--- config.mk ---
export PLATFORM = sky130hd
export DESIGN_NAME = cbg_glue
export DESIGN_NICKNAME = d
export VERILOG_FILES = /design/src/rtl/cbg_pkg.sv /design/src/rtl/cbg_glue.sv /design/src/rtl/cbg_hold_reg.sv
export SDC_FILE = /design/constraint.sdc
export NUM_CORES = 1
export LEC_CHECK = 0
export BUFFER_PORTS_ARGS = -buffer_cell sky130_fd_sc_hd__buf_4
export CORE_ASPECT_RATIO = 1.1
export CORE_MARGIN = 10
export CORE_UTILIZATION = 42
export DETAILED_ROUTE_END_ITERATION = 10
export GPL_ROUTABILITY_DRIVEN = 0
export PLACE_DENSITY = 0.76
export SYNTH_ARGS = -nofsm -noshare
export SYNTH_HDL_FRONTEND = slang
export SYNTH_SLANG_ARGS = --single-unit
export TNS_END_PERCENT = 10
--- constraint.sdc ---
create_clock -name clk_sys_i -period 2.6 [get_ports clk_sys_i]
set_clock_uncertainty 0.05 [all_clocks]
set_input_delay 0.52 -clock clk_sys_i [delete_from_list [all_inputs] [get_ports clk_sys_i]]
set_output_delay 0.52 -clock clk_sys_i [all_outputs]
set_load 0.01 [all_outputs]
--- src/rtl/cbg_pkg.sv ---
// cbg_pkg: constants and carriers for the converter bus glue.
// assumes one 100 MHz system clock and synchronous cpu-side inputs.
package cbg_pkg;
   localparam int CLK_PERIOD_NS = 10;
   // converter output enable time after read strobe falls, ns
   localparam int RD_ACCESS_NS = 135;
   localparam int RD_ACCESS_CYC = (RD_ACCESS_NS + CLK_PERIOD_NS - 1) / CLK_PERIOD_NS;
   // least write strobe low width, ns
   localparam int WR_WIDTH_NS = 100;
   localparam int WR_WIDTH_CYC = (WR_WIDTH_NS + CLK_PERIOD_NS - 1) / CLK_PERIOD_NS;
   localparam logic [7:0] CNT_ZERO = 8'h00;
   // page decode for the predecoded 4xxx/5xxx select
   localparam logic [3:0] PAGE_4 = 4'h4;
   localparam logic [3:0] PAGE_5 = 4'h5;
   localparam logic [7:0] PORT_ADDR_RST = 8'h00;
   localparam logic [15:0] MEM_ADDR_RST = 16'h4000;
   localparam logic [7:0] DATA_RST = 8'h00;
   localparam logic [7:0] MUX_RST = 8'h00;
   localparam int SEL_LINES = 8;

   typedef enum logic [2:0] {
      CBG_MODE_SPLIT_IO,   // separate memory/io strobes, io space
      CBG_MODE_SPLIT_MEM,  // separate memory/io strobes, memory space
      CBG_MODE_REQ_IO,     // general strobes plus request lines, io space
      CBG_MODE_REQ_MEM,    // general strobes plus request lines, memory space
      CBG_MODE_IOM,        // general strobes plus one io/memory line
      CBG_MODE_RW,         // single read/write line with valid address
      CBG_MODE_PAGE,       // predecoded page line drives select
      CBG_MODE_PORT        // parallel adapter: select and read tied low
   } cbg_mode_t;

   typedef struct packed {
      logic [15:0] addr;
      logic memory_read_strobe_n;
      logic memory_write_strobe_n;
      logic port_read_strobe_n;
      logic port_write_strobe_n;
      logic read_strobe_n;
      logic write_strobe_n;
      logic memory_request_n;
      logic io_request_n;
      logic io_or_memory_select;
      logic read_write_n;
      logic valid_memory_address;
      logic phase_two_clock;
      logic predecoded_page_select_n;
   } cbg_cpu_t;

   typedef struct packed {
      logic converter_select_n;
      logic read_strobe_n;
      logic write_strobe_n;
   } cbg_conv_t;
endpackage

--- src/rtl/cbg_glue.sv ---
// cbg_glue: cpu-side glue forming converter select, read, write strobes.
// assumes cpu bus signals synchronous to clk_sys_i; converter data three-state.
`timescale 1ns/1ps
// How it works
// - converter select comes from decoding the cpu address here.
// - memory placement uses memory decode and memory read/write strobes.
// - io placement uses port strobes and low or high address byte decode.
// - cpu select, read, write may pass straight to the converter.
// - with at most eight io devices one low address bit is a select.
// - general strobes are gated with io or memory request.
// - io cycles on request-line cpus carry one extra wait state.
// - upper address byte during io input may be latched, e.g. mux channel.
// - single io/memory line replaces io request; inverted for io placement.
// - read/write-line cpus qualify select with valid address and phase two.
// - predecoded page line may drive select if 4xxx/5xxx unused elsewhere.
// - through a parallel adapter, select and read are held low.
module cbg_glue (
   input wire logic clk_sys_i,
   input wire logic rst_i,
   input wire cbg_pkg::cbg_mode_t mode_i,
   input wire logic [15:0] mem_base_i,
   input wire logic [7:0] port_addr_i,
   input wire logic use_high_byte_i,
   input wire logic direct_bit_sel_i,
   input wire logic [2:0] direct_bit_i,
   input wire cbg_pkg::cbg_cpu_t cpu_i,
   input wire logic [7:0] conv_data_i,
   input wire logic conversion_done_n_i,
   output cbg_pkg::cbg_conv_t conv_o,
   output logic [7:0] cpu_data_o,
   output logic cpu_data_oe_o,
   output logic [7:0] mux_channel_o,
   output logic restart_o,
   output logic busy_o
);
   import cbg_pkg::*;

   function automatic logic page_hit(input logic [15:0] a);
      page_hit = (a[15:12] == PAGE_4) || (a[15:12] == PAGE_5);
   endfunction

   // decodes
   wire logic mem_hit = (cpu_i.addr == mem_base_i);
   wire logic [7:0] io_byte = use_high_byte_i ? cpu_i.addr[15:8] : cpu_i.addr[7:0];
   wire logic io_hit_dec = (io_byte == port_addr_i);
   wire logic io_hit_bit = ~cpu_i.addr[direct_bit_i];
   wire logic io_hit = direct_bit_sel_i ? io_hit_bit : io_hit_dec;
   wire logic page_sel = ~cpu_i.predecoded_page_select_n & page_hit(cpu_i.addr);

   wire logic gen_rd = ~cpu_i.read_strobe_n;
   wire logic gen_wr = ~cpu_i.write_strobe_n;
   wire logic rw_rd = cpu_i.valid_memory_address & cpu_i.phase_two_clock & cpu_i.read_write_n;
   wire logic rw_wr = cpu_i.valid_memory_address & cpu_i.phase_two_clock & ~cpu_i.read_write_n;

   logic sel_c, rd_c, wr_c;
   always_comb begin
      sel_c = 1'b0;
      rd_c = 1'b0;
      wr_c = 1'b0;
      case (mode_i)
         CBG_MODE_SPLIT_IO: begin
            sel_c = io_hit;
            rd_c = ~cpu_i.port_read_strobe_n;
            wr_c = ~cpu_i.port_write_strobe_n;
         end
         CBG_MODE_SPLIT_MEM: begin
            sel_c = mem_hit;
            rd_c = ~cpu_i.memory_read_strobe_n;
            wr_c = ~cpu_i.memory_write_strobe_n;
         end
         CBG_MODE_REQ_IO: begin
            sel_c = io_hit & ~cpu_i.io_request_n;
            rd_c = gen_rd & ~cpu_i.io_request_n;
            wr_c = gen_wr & ~cpu_i.io_request_n;
         end
         CBG_MODE_REQ_MEM: begin
            sel_c = mem_hit & ~cpu_i.memory_request_n;
            rd_c = gen_rd & ~cpu_i.memory_request_n;
            wr_c = gen_wr & ~cpu_i.memory_request_n;
         end
         CBG_MODE_IOM: begin
            // low line means memory; the select line stands for io request
            sel_c = cpu_i.io_or_memory_select ? io_hit : mem_hit;
            rd_c = gen_rd;
            wr_c = gen_wr;
         end
         CBG_MODE_RW: begin
            sel_c = mem_hit & cpu_i.valid_memory_address;
            rd_c = rw_rd;
            wr_c = rw_wr;
         end
         CBG_MODE_PAGE: begin
            sel_c = page_sel & cpu_i.valid_memory_address;
            rd_c = rw_rd;
            wr_c = rw_wr;
         end
         CBG_MODE_PORT: begin
            sel_c = 1'b1;
            rd_c = 1'b1;
            wr_c = gen_wr;
         end
         default: begin
            sel_c = 1'b0;
         end
      endcase
   end

   // strobes only with decode; released one clock after the cpu strobe
   wire logic rd_act = sel_c & rd_c;
   wire logic wr_act = sel_c & wr_c;
   wire logic io_input = (mode_i == CBG_MODE_REQ_IO) & rd_act;

   logic sel_n_q, rd_n_q, wr_n_q, busy_q, wr_act_q, restart_q;
   logic [7:0] rd_cnt_q;
   logic [7:0] rd_cnt_d;
   logic [7:0] data_q;
   logic oe_q;
   logic done_n_q;
   // a done left low by an unread result must not clear a fresh start
   wire logic done_fall = done_n_q & ~conversion_done_n_i;

   assign rd_cnt_d = rd_act ? ((rd_cnt_q == 8'hff) ? rd_cnt_q : rd_cnt_q + 8'h01) : CNT_ZERO;

   always_ff @(posedge clk_sys_i) begin
      if (rst_i) begin
         sel_n_q <= 1'b1;
         rd_n_q <= 1'b1;
         wr_n_q <= 1'b1;
         wr_act_q <= 1'b0;
         busy_q <= 1'b0;
         restart_q <= 1'b0;
         rd_cnt_q <= CNT_ZERO;
         data_q <= DATA_RST;
         oe_q <= 1'b0;
         done_n_q <= 1'b1;
      end else begin
         sel_n_q <= ~(sel_c & (rd_c | wr_c)) & ~(mode_i == CBG_MODE_PORT);
         rd_n_q <= ~rd_act;
         wr_n_q <= ~wr_act;
         wr_act_q <= wr_act;
         // restart pulse when a start ends while the converter is busy
         restart_q <= wr_act_q & ~wr_act & busy_q;
         if (wr_act_q & ~wr_act) begin
            busy_q <= 1'b1;
         end else if (done_fall) begin
            busy_q <= 1'b0;
         end
         rd_cnt_q <= rd_cnt_d;
         done_n_q <= conversion_done_n_i;
         // converter drives three-state bus; capture after access time
         if (rd_act && rd_cnt_q == 8'(RD_ACCESS_CYC)) begin
            data_q <= conv_data_i;
         end
         oe_q <= rd_act && rd_cnt_q >= 8'(RD_ACCESS_CYC);
      end
   end

   cbg_hold_reg u_mux (
      .clk_sys_i(clk_sys_i),
      .rst_i(rst_i),
      .load_i(io_input),
      .data_i(cpu_i.addr[15:8]),
      .data_o(mux_channel_o)
   );

   assign conv_o.converter_select_n = sel_n_q;
   assign conv_o.read_strobe_n = rd_n_q;
   assign conv_o.write_strobe_n = wr_n_q;
   assign cpu_data_o = data_q;
   assign cpu_data_oe_o = oe_q;
   assign restart_o = restart_q;
   assign busy_o = busy_q;
endmodule // cbg_glue

--- src/rtl/cbg_hold_reg.sv ---
// cbg_hold_reg: small register that captures a byte on a strobe.
// assumes synchronous inputs; read data always come from the flop.
`timescale 1ns/1ps
module cbg_hold_reg (
   input wire logic clk_sys_i,
   input wire logic rst_i,
   input wire logic load_i,
   input wire logic [7:0] data_i,
   output logic [7:0] data_o
);
   import cbg_pkg::*;
   logic [7:0] data_q;

   always_ff @(posedge clk_sys_i) begin
      if (rst_i) begin
         data_q <= DATA_RST;
      end else if (load_i) begin
         data_q <= data_i;
      end
   end

   assign data_o = data_q;
endmodule // cbg_hold_reg

==> results of run 1 <==
[cell type report]
class / count / share of cell area
multi-input cells: 175 / 0.445
repair buffers: 99 / 0.268
flip-flops and latches: 32 / 0.223
clock buffers: 6 / 0.0288
well taps: 56 / 0.0244
inverters: 6 / 0.00785
clock inverters: 2 / 0.00349
[where the power goes]
group / switching, mW / total [mW] / internal, mW
combinational: 0.104 / 0.241 / 0.137
sequential: 0.00200 / 0.497 / 0.495
clock: 0.176 / 0.386 / 0.211
[worst min-delay path, stage by stage]
cell     delay (ps)
buf_4            80
inv_1            40
nand2_1          40
[layer usage]
metal | GRT usage | share of wire | up-vias
met3 | 0.0368 | 0.075 | 12
met1 | 0.163 | 0.39 | 862
met2 | 0.240 | 0.50 | 69
met4 | 0.0659 | 0.028 | 0
li1 | - | - | 987
met5 | 0 | 0 | -
[through the flow]
| step | util | instances | power, mW | hold WS [ps] |
|---|---|---|---|---|
| after global placement | 0.601 | 368 | 0.746 | 392 |
| final | 0.621 | 376 | 1.12 | 381 |
| after detailed placement | 0.601 | 368 | 0.749 | 404 |
| after floorplan | - | 225 | 0.627 | 397 |
| after CTS | 0.621 | 376 | 1.13 | 377 |
| after global routing | 0.621 | 376 | 1.18 | 383 |
[worst paths after layout]
kind	startpoint	to	cells past startpoint
max	direct_bit_i[0]	cpu_data_o[4]	8
min	conversion_done_n_i	done_n_q	3
max reg2reg	rd_cnt_q[1]	rd_cnt_q[3]	6
min reg2reg	cpu_data_o[2]	cpu_data_o[2]	2
[placed cells by master, fill, tap and decap left out, types with 2 or more instances in the layout]
cell | netlist | routed
a211oi_2 | 2 | 2
a211oi_4 | 2 | 2
a21oi_1 | 13 | 13
a31oi_1 | 2 | 2
and2_1 | 6 | 6
and4_1 | 2 | 2
and4b_1 | 2 | 2
buf_12 | 0 | 2
buf_4 | 4 | 97
clkbuf_8 | 0 | 6
clkinv_2 | 0 | 2
dfxtp_1 | 32 | 32
ha_1 | 2 | 2
inv_1 | 5 | 5
mux2i_1 | 24 | 24
mux4_1 | 2 | 2
nand2_1 | 39 | 39
nand3_1 | 4 | 4
nand4_1 | 7 | 7
nor2_1 | 3 | 3
nor2b_1 | 3 | 3
nor3_1 | 4 | 4
nor3b_1 | 3 | 3
nor4_1 | 4 | 4
nor4b_1 | 2 | 2
o211a_1 | 2 | 2
o21ai_0 | 6 | 6
or3_1 | 2 | 2
xnor2_1 | 26 | 26
[kinds of logic after synthesis]
kind of cell             Yosys count  share of synthesized area
multiplexers                      27                      0.152
flip-flops                        32                      0.320
adder cells (fa/ha/maj)            2                     0.0125
XOR/XNOR                          27                      0.118
AND/OR/NAND/NOR                   83                      0.222
buffers and inverters             18                     0.0413
AO/OA/AOI/OAI                     36                      0.134
==> results.yml, run 1 <==
status:
  run_status: "completed"
timing:
  achievable-frequency_mhz: 431
  worstMarginPinSlew_ps: 571
  finalSetupViolations: 0
  finalHoldViolCount: 0
  timing_max_transition_violations_final: 0
  timing.final.crit_period_ps: 2320
  finalSetupTns_ps: 0
  grt_setup_unrepaired: "false"
  slew-limit-headroom: 0.619
  finalCritPeriodShare: 0.892
  final.setup.worst_slack_ps: 280
run:
  cap_viol_max_count: 0
floorplan:
  row_count: 26
  floorplan.die_area_um2: 7920
  initial_core_util: 0.433
  chipWidth_um: 85.8
  top_ports: 94
  core_box_area_um2: 4620
  dieHeight_um: 92.4
setup_path:
  timing.reg2reg.setup_slack_ps: 840
  worst_setup_path_end_kind: "flop"
  worst-endpoint-arrival_ps: 2480
  setup.worst_path.start_class: "input port"
  worst_ep_required_time_ps: 2760
  count_of_buffer_and_inverter_cells_on_the_critical_path: 2
  path_max_fanout: 8
  crit_chain: "buf_4 -> mux4_1 -> mux2_2 -> nor4b_4 -> a211oi_2 -> a211oi_4 -> buf_12 -> mux2i_1"
  path_delay_family: "multiplexers"
  startpoint_to_endpoint_class_of_the_critical_path: "input port to flop"
  cpPeakStageDelay_ps: 520
  crit_path_top_delay_cell: "mux4_1"
pwr:
  power-per-cell-area_nw_per_um2: 392
  p_leak_nw: 1.23
  vdd_ir_drop_max_uv: 436
global_route:
  grt_pass1_vias: 1897
  grt_use_total: 0.142
  maximum_number_of_pins_on_one_net_before_global_route_repair: 36
  antenna_found_initial: 0
  wire_length_of_the_first_global_routing_pass_um: 9250
  gr-total-overflow: 0
layout:
  final_nets: 393
  layout.area.seq_um2: 641
  layout.cell_area.non_filler_um2: 2870
  drive_above_1_share: 0.353
  layout.filler_cells: 411
  multi_input_area_um2: 1280
  layout_area_overhead_pct: 43.6
  antenna_cells: 0
route:
  drtAntennaViolNets: 0
  route.detailed.vias_per_inst: 5.13
  detail_route.iter0.violations: 37
  routed-via-count: 1930
  detail_route.first_pass.iterations: 4
  drc: 0
  routed_wirelength_um: 5770
  avgRoutedWirePerCell_um: 15.4
synth:
  synth.cell_area_um2: 2000
  ys.warnings.count: 0
  post-synth-top-area-fraction: 0.320
  seq_area_frac_synth: 0.320
  synthesis.area_per_instance_um2: 8.89
  post-synth-top-count-cell: "nand2_1"
  ys_top_cells_by_count: "nand2_1, dfxtp_1, xnor2_1"
  postSynthCellCount: 225
  async_reset_ff_frac: 0
  ys_dominant_reg_cell: "dfxtp_1"
  netlist_top_cells_area: "dfxtp_1, mux2i_1, xnor2_1"
  postSynthRegisterBits: 32
  synth_top_area_cell: "dfxtp_1"
  synth.net_count: 299
  distinct_cell_type_count_of_the_synthesized_netlist: 42
  synth_edf_count: 0
clocking:
  clkLatencyLatePin_ps: 280
  tritoncts: "done"
  clock_tree.htree_level_count: 2
  cts.repair.resized: 0
  post_cts_repair_setup_buffers: 0
  numCtsBuffers: 5
  holdBufCountCts: 0
  cts_sinks: 32
  max-clock-path-buffers: 2
  clk_pin_slew_ps: 60
  root_buffer: "clkbuf_8"
placement:
  place.detailed.hpwl_um: 4830
  pre_cts_slack_ps: -21.4
  place.port_buffers: 93
  place_area_um2: 2780
hold_path:
  hold_path.class: "input port to flop"
Power figures use the tool's default switching activity.
==> run 2, diff against run 1 <==
--- a/config.mk
+++ b/config.mk
@@ -6,13 +6,15 @@
 export NUM_CORES = 1
 export LEC_CHECK = 0
 export BUFFER_PORTS_ARGS = -buffer_cell sky130_fd_sc_hd__buf_4
+export CAP_MARGIN = 5
 export CORE_ASPECT_RATIO = 1.1
 export CORE_MARGIN = 10
 export CORE_UTILIZATION = 42
 export DETAILED_ROUTE_END_ITERATION = 10
 export GPL_ROUTABILITY_DRIVEN = 0
-export PLACE_DENSITY = 0.76
+export PLACE_DENSITY = 0.77
 export SYNTH_ARGS = -nofsm -noshare
 export SYNTH_HDL_FRONTEND = slang
+export SYNTH_HIERARCHICAL = 1
 export SYNTH_SLANG_ARGS = --single-unit
 export TNS_END_PERCENT = 10
==> results.yml, run 2 <==
run:
  cap_viol_max_count: 0
setup_path:
  worst_ep_required_time_ps: 2720
  worstReg2RegEnd: "cpu_data_o[5]"
  timing.reg2reg.worst_path_depth: 5
  worst-endpoint-arrival_ps: 2480
  worst_r2r_startpoint: "rd_cnt_q[6]"
  timing.reg2reg.setup_slack_ps: 950
  path_delay_family: "multiplexers"
  startpoint_to_endpoint_class_of_the_critical_path: "input port to flop"
  worst_setup_path_end_kind: "flop"
  path_max_fanout: 8
  setup.worst_path.start_class: "input port"
  cpPeakStageDelay_ps: 540
  crit_chain: "buf_4 -> mux4_1 -> mux2_2 -> o32ai_2 -> a21oi_2 -> and2_2 -> nor2_1 -> buf_4 -> mux2i_1 -> nor2_1"
  crit_path_top_delay_cell: "mux4_1"
  count_of_buffer_and_inverter_cells_on_the_critical_path: 2
floorplan:
  core_box_area_um2: 4380
  chipWidth_um: 84.6
  row_count: 25
  dieHeight_um: 91.1
  top_ports: 94
  floorplan.die_area_um2: 7710
  initial_core_util: 0.441
synth:
  post-synth-top-area-fraction: 0.332
  postSynthRegisterBits: 32
  ys_top_cells_by_count: "dfxtp_1, mux2i_1, xnor2_1"
  synth_edf_count: 0
  netlist_top_cells_area: "dfxtp_1, mux2i_1, xnor2_1"
  postSynthCellCount: 214
  ys_dominant_reg_cell: "dfxtp_1"
  synth_top_area_cell: "dfxtp_1"
  synth.net_count: 288
  distinct_cell_type_count_of_the_synthesized_netlist: 47
  seq_area_frac_synth: 0.332
  synthesis.area_per_instance_um2: 9.02
  ys.warnings.count: 6
  async_reset_ff_frac: 0
  post-synth-top-count-cell: "dfxtp_1"
  synth.cell_area_um2: 1930
layout:
  final_nets: 387
  final_cell_mix: "buf_4, dfxtp_1, mux2i_1, xnor2_1"
  layout.cells.most_common: "buf_4"
  layout.cell_area.non_filler_um2: 2810
  drive_above_1_share: 0.379
  finish.utilization: 0.642
  layout_area_overhead_pct: 45.7
  antenna_cells: 0
pwr:
  power-per-cell-area_nw_per_um2: 399
  vdd_ir_drop_max_uv: 286
  p_leak_nw: 1.18
status:
  run_status: "completed"
timing:
  finalCritPeriodShare: 0.908
  worstMarginPinSlew_ps: 695
  hold-worst-slack_ps: 374
  timing.final.crit_period_ps: 2360
  timing_max_transition_violations_final: 0
  slew-limit-headroom: 0.532
  achievable-frequency_mhz: 424
  finalSetupViolations: 0
  grt_setup_unrepaired: "false"
  finalHoldViolCount: 0
clocking:
  tritoncts: "done"
  cts.repair.resized: 0
  holdBufCountCts: 0
  clock_tree.htree_level_count: 2
  clk_pin_slew_ps: 60
  numCtsBuffers: 5
  cts_sinks: 32
  post_cts_repair_setup_buffers: 0
  root_buffer: "clkbuf_8"
  max-clock-path-buffers: 2
  clkLatencyLatePin_ps: 280
hold_path:
  hold_path_startpoint: "conversion_done_n_i"
  worst_hold_path.num_cells: 3
  hold_path.class: "input port to flop"
  min_delay_worst_endpoint: "done_n_q"
placement:
  place.port_buffers: 93
  place_area_um2: 2720
  place.detailed.hpwl_um: 4810
global_route:
  antenna_found_initial: 0
  grt_pass1_vias: 1979
  grt_use_total: 0.151
  maximum_number_of_pins_on_one_net_before_global_route_repair: 19
  wire_length_of_the_first_global_routing_pass_um: 9690
  gr-total-overflow: 0
route:
  avgRoutedWirePerCell_um: 15.7
  route.detailed.vias_per_inst: 5.04
  routed-via-count: 1855
  detail_route.iter0.violations: 90
  routed_wirelength_um: 5780
  detail_route.first_pass.iterations: 4
  drtAntennaViolNets: 0
  drc: 0
[run 2: changes by cell type after synthesis, moves of 3 or more]
| cell | previous run | this run |
|---|---|---|
| nand2_1 | 39 | 20 |
| nor2_1 | 3 | 20 |
| a21oi_1 | 13 | 7 |
| and2_1 | 6 | 1 |
| nand4_1 | 7 | 12 |
| xor2_1 | 1 | 6 |
| clkbuf_1 | 7 | 4 |
| nor3b_1 | 3 | 0 |
[run 2: routing by layer]
layer / global-route usage / wire length [um] / vias to the layer above
met4: 0.0563 / 144 / 0
met2: 0.259 / 2900 / 53
met5: 0 / 0 / -
met3: 0.0483 / 308 / 10
met1: 0.169 / 2430 / 838
li1: - / - / 954
[run 2: worst min-delay path, cell delays in order]
cell,delay [ps]
buf_4,70
inv_1,40
nand2_1,40
[run 2: how the worst max path moves through the flow]
stage	from	to	slack, ps	cells past startpoint
detailed placement	direct_bit_i[1]	u_mux/data_o[7]	-50	10
finish	direct_bit_i[1]	u_mux/data_o[7]	240	10
CTS	direct_bit_i[1]	u_mux/data_o[1]	250	10
floorplan	direct_bit_i[1]	u_mux/data_o[0]	10	10
global placement	direct_bit_i[1]	u_mux/data_o[1]	4	10
global route	direct_bit_i[1]	u_mux/data_o[1]	100	10
[run 2: power by group]
| part | internal [mW] | total, mW | switching, mW |
|---|---|---|---|
| Clock | 0.216 | 0.386 | 0.171 |
| Combinational | 0.140 | 0.239 | 0.0991 |
| Sequential | 0.495 | 0.497 | 0.00241 |
[run 2: area by class of cell]
class / instances / area (um2)
clock buffers: 8 / 90.1
fillers: 393 / 1570
inverters: 6 / 22.5
multi-input cells: 164 / 1200
flip-flops and latches: 32 / 641
well taps: 54 / 67.6
repair buffers: 104 / 793
[run 2: logic make-up after synthesis]
kind of cell / share of synthesized area
muxes: 0.158
DFF: 0.332
AOI/OAI and AO/OA: 0.116
xor gates and xnor gates: 0.136
and+or+nand+nor: 0.197
buffers and inverters: 0.0480
adders and majority gates: 0.0130
[run 2: metrics by stage]
step	setup slack [ps]	power, mW	TNS [ps]	std cells
final	239	1.12	0	368
after global routing	101	1.19	0	368
after CTS	249	1.14	0	368
after detailed placement	-54.2	0.746	-528	360
after global placement	3.68	0.742	0	360
after floorplan	10.6	0.619	0	214
